File: src/core/adcpc_map.svh
`ifndef ADCPC_MAP_SVH
`define ADCPC_MAP_SVH

// ==========================================================
// widths and timing
`define ADCPC_RES_W          10
`define ADCPC_CLK_NS         8
`define ADCPC_CONV_MAX_NS    6000
`define ADCPC_TRACK_MIN_NS   4000
`define ADCPC_CONV_MAX_CYC   (`ADCPC_CONV_MAX_NS / `ADCPC_CLK_NS)
`define ADCPC_TRACK_MIN_CYC  ((`ADCPC_TRACK_MIN_NS + `ADCPC_CLK_NS - 1) / `ADCPC_CLK_NS)
`define ADCPC_INT_DIV        8'h0f
`define ADCPC_ALL_ONES       10'h3ff
`define ADCPC_ALL_ZEROS      10'h000

`endif

File: src/core/adcpc_pkg.sv
`include "adcpc_map.svh"

package adcpc_pkg;

	typedef logic [`ADCPC_RES_W-1:0] adcpc_data_t;

	typedef enum logic [3:0] {
		ADCPC_TRACK = 4'h1,
		ADCPC_HOLD  = 4'h2,
		ADCPC_STEP  = 4'h4,
		ADCPC_DONE  = 4'h8
	} adcpc_state_t;

	typedef enum logic [4:0] {
		ADCPC_H_IDLE  = 5'h01,
		ADCPC_H_WR    = 5'h02,
		ADCPC_H_WAIT  = 5'h04,
		ADCPC_H_RD    = 5'h08,
		ADCPC_H_TRACK = 5'h10
	} adcpc_host_state_t;

endpackage

File: src/core/adcpc_if.sv
`timescale 1ns/1ps
`include "adcpc_map.svh"

interface adcpc_if;
	logic                        sel_n;
	logic                        wr_n;
	logic                        rd_n;
	logic                        done_n;
	logic [`ADCPC_RES_W-1:0]     data;
	logic [`ADCPC_RES_W-1:0]     data_oe;

	modport dev  (input sel_n, input wr_n, input rd_n, output done_n, output data, output data_oe);
	modport host (output sel_n, output wr_n, output rd_n, input done_n, input data, input data_oe);
endinterface

File: src/core/adcpc_device.sv
`timescale 1ns/1ps
// Overview of operation
// - strobes ignored unless select is low
// - selected write rising edge starts conversion, hold
// - track from done rising until next start
// - conversion steps itself on own clock
// - latch result and pull done low on the same clock edge
// - selected read raises done, drives result
// - conversion finishes within six microseconds
// - over range all ones, under all zeros
// - bus driven only during selected read
// - host tracks at least four microseconds
// - host decodes address into select
`include "adcpc_map.svh"
module adcpc_device
	import adcpc_pkg::*;
#(
	parameter int RES_W = `ADCPC_RES_W
) (
	// clock and reset
	input  wire logic                 MCLK_I,
	input  wire logic                 NRST_I,
	// host bus
	adcpc_if.dev                      bus,
	// converter side
	input  wire logic                 EXTERNAL_CLOCK_IN_I,
	input  wire logic                 USE_EXT_CLK_I,
	input  wire logic                 CMP_ABOVE_I,
	input  wire logic                 OVER_RANGE_I,
	input  wire logic                 UNDER_RANGE_I,
	output logic                      TRACK_O,
	output logic [RES_W-1:0]          TRIAL_O
);
	import adcpc_pkg::*;

	// ==========================================================
	// input synchronisers
	logic [1:0] sel_s_reg, wr_s_reg, rd_s_reg, ck_s_reg;
	logic       wr_d_reg, ck_d_reg, sel_d_reg;
	always_ff @(posedge MCLK_I) begin
		if (!NRST_I) begin
			sel_s_reg <= 2'h3;
			wr_s_reg  <= 2'h3;
			rd_s_reg  <= 2'h3;
			ck_s_reg  <= 2'h0;
			wr_d_reg  <= 1'b1;
			ck_d_reg  <= 1'b0;
			sel_d_reg <= 1'b1;
		end else begin
			sel_s_reg <= {sel_s_reg[0], bus.sel_n};
			wr_s_reg  <= {wr_s_reg[0], bus.wr_n};
			rd_s_reg  <= {rd_s_reg[0], bus.rd_n};
			ck_s_reg  <= {ck_s_reg[0], EXTERNAL_CLOCK_IN_I};
			wr_d_reg  <= wr_s_reg[1];
			ck_d_reg  <= ck_s_reg[1];
			sel_d_reg <= sel_s_reg[1];
		end
	end

	logic sel, start, rd_act;
	assign sel    = !sel_s_reg[1];
	// select as it stood while the strobe was low: select may rise with the strobe
	assign start  = !sel_d_reg && wr_s_reg[1] && !wr_d_reg;
	assign rd_act = sel && !rd_s_reg[1];

	// ==========================================================
	// conversion step tick
	logic [7:0] div_reg;
	logic       tick;
	always_ff @(posedge MCLK_I) begin
		if (!NRST_I)
			div_reg <= 8'h00;
		else if (div_reg == `ADCPC_INT_DIV)
			div_reg <= 8'h00;
		else
			div_reg <= div_reg + 8'h01;
	end
	assign tick = USE_EXT_CLK_I ? (ck_s_reg[1] && !ck_d_reg) : (div_reg == `ADCPC_INT_DIV);

	// ==========================================================
	// sequencer
	adcpc_state_t      state_reg;
	logic [RES_W-1:0]  sar_reg, bit_reg, latch_reg;
	logic              done_n_reg;
	logic [15:0]       conv_cnt_reg;
	logic              timeout;
	// leaves room for the forced bits and the strobe synchroniser
	assign timeout = conv_cnt_reg >= 16'(`ADCPC_CONV_MAX_CYC - RES_W - 4);

	always_ff @(posedge MCLK_I) begin
		if (!NRST_I) begin
			state_reg    <= ADCPC_TRACK;
			sar_reg      <= '0;
			bit_reg      <= '0;
			conv_cnt_reg <= 16'h0000;
		end else begin
			case (state_reg)
				ADCPC_TRACK: begin
					if (start) begin
						state_reg    <= ADCPC_HOLD;
						conv_cnt_reg <= 16'h0000;
					end
				end
				ADCPC_HOLD: begin
					sar_reg      <= {1'b1, {(RES_W-1){1'b0}}};
					bit_reg      <= {1'b1, {(RES_W-1){1'b0}}};
					state_reg    <= ADCPC_STEP;
					conv_cnt_reg <= conv_cnt_reg + 16'h0001;
				end
				ADCPC_STEP: begin
					conv_cnt_reg <= conv_cnt_reg + 16'h0001;
					if (tick || timeout) begin
						if (!CMP_ABOVE_I)
							sar_reg <= (sar_reg & ~bit_reg) | (bit_reg >> 1);
						else
							sar_reg <= sar_reg | (bit_reg >> 1);
						bit_reg <= bit_reg >> 1;
						if (bit_reg[0])
							state_reg <= ADCPC_DONE;
					end
				end
				ADCPC_DONE: begin
					if (rd_act && !done_n_reg)
						state_reg <= ADCPC_TRACK;
				end
				default: state_reg <= ADCPC_TRACK;
			endcase
		end
	end

	// ==========================================================
	// output latch and done flag
	always_ff @(posedge MCLK_I) begin
		if (!NRST_I)
			latch_reg <= '0;
		else if (state_reg == ADCPC_DONE && done_n_reg) begin
			if (OVER_RANGE_I)
				latch_reg <= `ADCPC_ALL_ONES;
			else if (UNDER_RANGE_I)
				latch_reg <= `ADCPC_ALL_ZEROS;
			else
				latch_reg <= sar_reg;
		end
	end

	always_ff @(posedge MCLK_I) begin
		if (!NRST_I)
			done_n_reg <= 1'b1;
		else if (state_reg == ADCPC_DONE && done_n_reg)
			done_n_reg <= 1'b0;
		else if (rd_act)
			done_n_reg <= 1'b1;
	end

	// ==========================================================
	// bus drive
	logic oe_reg;
	always_ff @(posedge MCLK_I) begin
		if (!NRST_I)
			oe_reg <= 1'b0;
		else
			oe_reg <= rd_act;
	end

	assign bus.done_n  = done_n_reg;
	assign bus.data    = latch_reg;
	assign bus.data_oe = {RES_W{oe_reg}};
	assign TRACK_O     = (state_reg == ADCPC_TRACK);
	assign TRIAL_O     = sar_reg;

endmodule

File: src/flat_wrapper.sv
// flat-port wrapper written by rule: the top's interface ports become plain ports
module adcpc_device_flat import adcpc_pkg::*;
#(
	parameter int RES_W = `ADCPC_RES_W
)
  (MCLK_I, NRST_I, EXTERNAL_CLOCK_IN_I, USE_EXT_CLK_I, CMP_ABOVE_I, OVER_RANGE_I, UNDER_RANGE_I, TRACK_O, TRIAL_O, bus_sel_n, bus_wr_n, bus_rd_n, bus_done_n, bus_data, bus_data_oe);
  adcpc_if bus_i ();
  input  wire logic MCLK_I;
  input  wire logic NRST_I;
  input  wire logic EXTERNAL_CLOCK_IN_I;
  input  wire logic USE_EXT_CLK_I;
  input  wire logic CMP_ABOVE_I;
  input  wire logic OVER_RANGE_I;
  input  wire logic UNDER_RANGE_I;
  output logic TRACK_O;
  output logic [RES_W-1:0] TRIAL_O;
  input wire logic [$bits(bus_i.sel_n)-1:0] bus_sel_n;
  input wire logic [$bits(bus_i.wr_n)-1:0] bus_wr_n;
  input wire logic [$bits(bus_i.rd_n)-1:0] bus_rd_n;
  output wire logic [$bits(bus_i.done_n)-1:0] bus_done_n;
  output wire logic [$bits(bus_i.data)-1:0] bus_data;
  output wire logic [$bits(bus_i.data_oe)-1:0] bus_data_oe;
  assign bus_i.sel_n = bus_sel_n;
  assign bus_i.wr_n = bus_wr_n;
  assign bus_i.rd_n = bus_rd_n;
  assign bus_done_n = bus_i.done_n;
  assign bus_data = bus_i.data;
  assign bus_data_oe = bus_i.data_oe;
  adcpc_device #(.RES_W(RES_W)) u_core (.MCLK_I(MCLK_I), .NRST_I(NRST_I), .bus(bus_i), .EXTERNAL_CLOCK_IN_I(EXTERNAL_CLOCK_IN_I), .USE_EXT_CLK_I(USE_EXT_CLK_I), .CMP_ABOVE_I(CMP_ABOVE_I), .OVER_RANGE_I(OVER_RANGE_I), .UNDER_RANGE_I(UNDER_RANGE_I), .TRACK_O(TRACK_O), .TRIAL_O(TRIAL_O));
endmodule
File: config.mk
export PLATFORM = sky130hd
export DESIGN_NAME = adcpc_device_flat
export DESIGN_NICKNAME = d
export VERILOG_FILES = /design/src/core/adcpc_pkg.sv /design/src/core/adcpc_if.sv /design/src/core/adcpc_device.sv /design/src/flat_wrapper.sv
export VERILOG_INCLUDE_DIRS = /design/src /design/src/core
export SDC_FILE = /design/constraint.sdc
export NUM_CORES = 1
export LEC_CHECK = 0
export ABC_AREA = 1
export BUFFER_PORTS_ARGS = -buffer_cell sky130_fd_sc_hd__buf_2
export CORE_AREA = 2 2 119 121
export DETAILED_ROUTE_END_ITERATION = 8
export DIE_AREA = 0 0 121 123
export PLACE_DENSITY = 0.49
export RECOVER_POWER = 50
export SLEW_MARGIN = 20
export SYNTH_ARGS = -nofsm -noshare
export SYNTH_HDL_FRONTEND = slang
export SYNTH_SLANG_ARGS = --single-unit
File: constraint.sdc
create_clock -name MCLK_I -period 3.8 [get_ports MCLK_I]
set_input_delay 0.57 -clock MCLK_I [delete_from_list [all_inputs] [get_ports MCLK_I]]
set_output_delay 0.57 -clock MCLK_I [all_outputs]
set_load 0.02 [all_outputs]
==> run summary <==
The max-slew violation count came out at 0. The core area was 13,600 µm²; the count of input and output buffers was 41. The number of global-route vias before repair was 2,840; the violation count after the first detailed-routing iteration was 231. Fill cells in the final layout number 1,469. The run gives 7880 µm as the total length of routed wires. The clock drives 71 sinks. The fraction of met3 tracks used by global routing is 3.46%. The critical path in this run is classified as primary input to flip-flop.

The total of cells resized after clock tree synthesis was 0. Including well taps, the total number of placed cells is 657. The biggest fanout along the worst timing path was 26; the total setup buffers inserted after CTS was 0.

The logs give 0 for the post-route DRC violation count and 3,048 for the via count. The initial utilization of the core area, before any placement, comes to 24.6%. The clock arrives with 0.00447 ns of skew.

Summed over all nets, the half-perimeter wirelength after detailed placement is 5450 µm. STA puts the critical path data required time at 4.03 ns. The run gives 9 as the total clock buffers created by CTS. Synthesis produced 463 cells. Multi-input logic area: 1560 µm². In the finished design, the share of the clock period the worst path needs comes to 52.5%. Of the cells placed in the final design, the portion with a size suffix greater than 1 is 11.2%. The slew at the pin closest to its max-slew limit works out to 0.814 ns. Global routing used 13.8% of the available met1 tracks. A synthesized cell averages 7.24 µm². The power density over cell area was 434 nW/µm².

TritonCTS built the clock tree. Summing all flip-flop and latch instances after layout gives 1420 µm². The peak supply drop was 0.000203 V; the post-route non-filler standard cell count was 673.

Sequential elements use 42.4% of the synthesized area. The logs give 0 for the count of yosys warnings during synthesis and 502 MHz for the achievable frequency. The clock slew at the register clock pins of the worst setup and hold paths was 0.06 ns; the diode insertion count for antenna repair was 0. The routability congestion estimate was 0.800; the count of hold buffers inserted by post-cts repair was 0.

The worst path arrival time was 2.23 ns; the first-pass GRT wire length was 13,400 µm. Measured against its own limit, the worst slew margin works out to 45.7%. The first detailed-routing pass ran for 4 iterations. Cell type contributing the most total cell area after synthesis: sky130_fd_sc_hd__dfxtp_1. The initial antenna violation count came out at 0. Summed over all layers, the global routing overflow is 0. For this run, global-route usage on met2 was measured as 18.3%. Clock latency on the worst-skew pair, taken at its later pin, is 0.34 ns. The number of unique standard cell types used by synthesis is 30. The synthesized design contains 71 register bits. Critical path startpoint category: a primary input. For the finished layout, the period the worst path requires is 1.99 ns. The post-layout instance area was 3900 µm²; the post-layout utilization of the core was 28.6%. After detailed routing, the number of vias per cell comes to 4.53.

STA classifies the critical path endpoint as a flip-flop. The clock root buffer was sky130_fd_sc_hd__clkbuf_16. The die is 121 µm wide. The die covers 14,900 µm².

The setup TNS was 0 ns. Static leakage: 0.00133 µW. Max-cap violations in this run came to 0.

The post-place instance area was 3630 µm²; the deepest level of the CTS H-tree was 3. In the final routed layout, each cell accounts on average for 11.7 µm. The netlist area before placement is 3350 µm². At the end of the flow, the number of nets in the layout was 501. The top cell type by area accounts for 42.4% of the synthesized area. The buffer depth of the longest clock path came out at 2. For the remaining antenna violation count, the log shows 0.

The total number of placement rows is 43. The layout-stage area growth over the synthesis result was 16.3%; the floorplan die height was 123 µm. The count of final hold-check violations was 0; the number of flip-flops in the largest register was 16. For this design the top-level I/O count stands at 42.

The maximum number of pins on one net before global-route repair was 27. The flow ran to the end, and the final reports show no timing, DRC or antenna violations. For the final-report setup violation count, the log shows 0. The layer with the highest usage after global routing was met2. The aggregate global-route resource usage was 11.4%. Counting every net in the synthesized netlist gives 476.

The worst hold path belongs to the class flip-flop to flip-flop. Sorting the synthesized cells by area gives the leading types as sky130_fd_sc_hd__dfxtp_1 (42%), sky130_fd_sc_hd__nand3_1 (11%), sky130_fd_sc_hd__a21oi_1 (9.0%). Setup repair after global routing left no endpoint under its margin.
==> metrics by stage <==
stage          power [µW]  hold slack [ns]  worst slack (ns)
6_report             1690            0.410              1.81
5_1_grt              1760            0.413              1.54
4_1_cts              1720            0.408              1.83
3_5_place_dp          850            0.398              1.75
3_3_place_gp          848            0.396              1.79
2_1_floorplan         829            0.390              2.44
==> cells in the mapped netlist (all sizes together) <==
cell	number
or2	8
nor3b	2
inv	54
xor2	2
a31o	1
dfxtp	71
clkbuf	10
nor2	35
ha	3
buf	19
nand4	10
o21bai	2
nand3	76
o211ai	4
a21oi	60
nor3	6
o21ai	22
nand2	78
==> cell usage in the layout, fill, tap and decap left out, drive strengths merged <==
| master | n |
|---|---|
| clkbuf | 41 |
| dfxtp | 71 |
| buf | 12 |
| a31o | 1 |
| nand4 | 10 |
| ha | 3 |
| nor3 | 6 |
| bufinv | 1 |
| nand3 | 76 |
| a21oi | 60 |
| nor3b | 2 |
| clkinv | 2 |
| nor2 | 35 |
| o21bai | 2 |
| inv | 55 |
| or2 | 8 |
| nand2 | 78 |
| o211ai | 4 |
| o21ai | 22 |
| clkinvlp | 2 |
| xor2 | 2 |
==> power breakdown <==
group	internal, µW	switching [µW]	leakage [µW]
Clock	528	332	0.000145
Combinational	21.6	49.3	0.000611
Sequential	755	5.99	0.000575
Total	1300	387	0.00133
==> path summary, 6_finish.rpt <==
kind                                       to  depth (start not counted)                              from  slack [ns]
max          u_core.state_reg[0]$_SDFFE_PN1P_                          5                            NRST_I        1.81
min             u_core.ck_s_reg[1]$_SDFF_PN0_                          2     u_core.ck_s_reg[0]$_SDFF_PN0_        0.41
max reg2reg    u_core.TRIAL_O[8]$_SDFFE_PN0P_                          4  u_core.state_reg[1]$_SDFFE_PN0P_        1.86
min reg2reg     u_core.ck_s_reg[1]$_SDFF_PN0_                          2     u_core.ck_s_reg[0]$_SDFF_PN0_        0.41
==> critical path, stage by stage <==
cell                       delay (ns)
sky130_fd_sc_hd__clkbuf_1        0.49
sky130_fd_sc_hd__inv_1           0.57
sky130_fd_sc_hd__buf_4           0.39
sky130_fd_sc_hd__a21oi_1         0.14
sky130_fd_sc_hd__nand2_1         0.06
==> logic make-up (layout without fill, tap and decap cells) <==
| logic type | after synthesis | after routing | share of synthesized area, % |
|---|---|---|---|
| AO/OA/AOI/OAI | 89 | 89 | 13.8 |
| flip-flops | 71 | 71 | 42.4 |
| XOR/XNOR | 2 | 2 | 0.522 |
| buffers and inverters | 83 | 113 | 11.1 |
| adder cells (fa/ha/maj) | 3 | 3 | 1.12 |
| AND/OR/NAND/NOR | 215 | 215 | 31.0 |
==> area by class of cell <==
type	count	area share, %
clock buffer	10	6.13
multi-input combinational	309	40.0
tap	180	5.78
timing repair buffer	43	4.65
inverter	54	5.26
sequential	71	36.5
clock inverter	6	1.73
==> per-layer routing <==
metal / wire length, µm / vias to the layer above
met5: 0 / -
met4: 193 / 0
met3: 358 / 17
met2: 3630 / 59
met1: 3700 / 1392
li1: - / 1580
No activity file was read; power rests on OpenSTA's default activity.
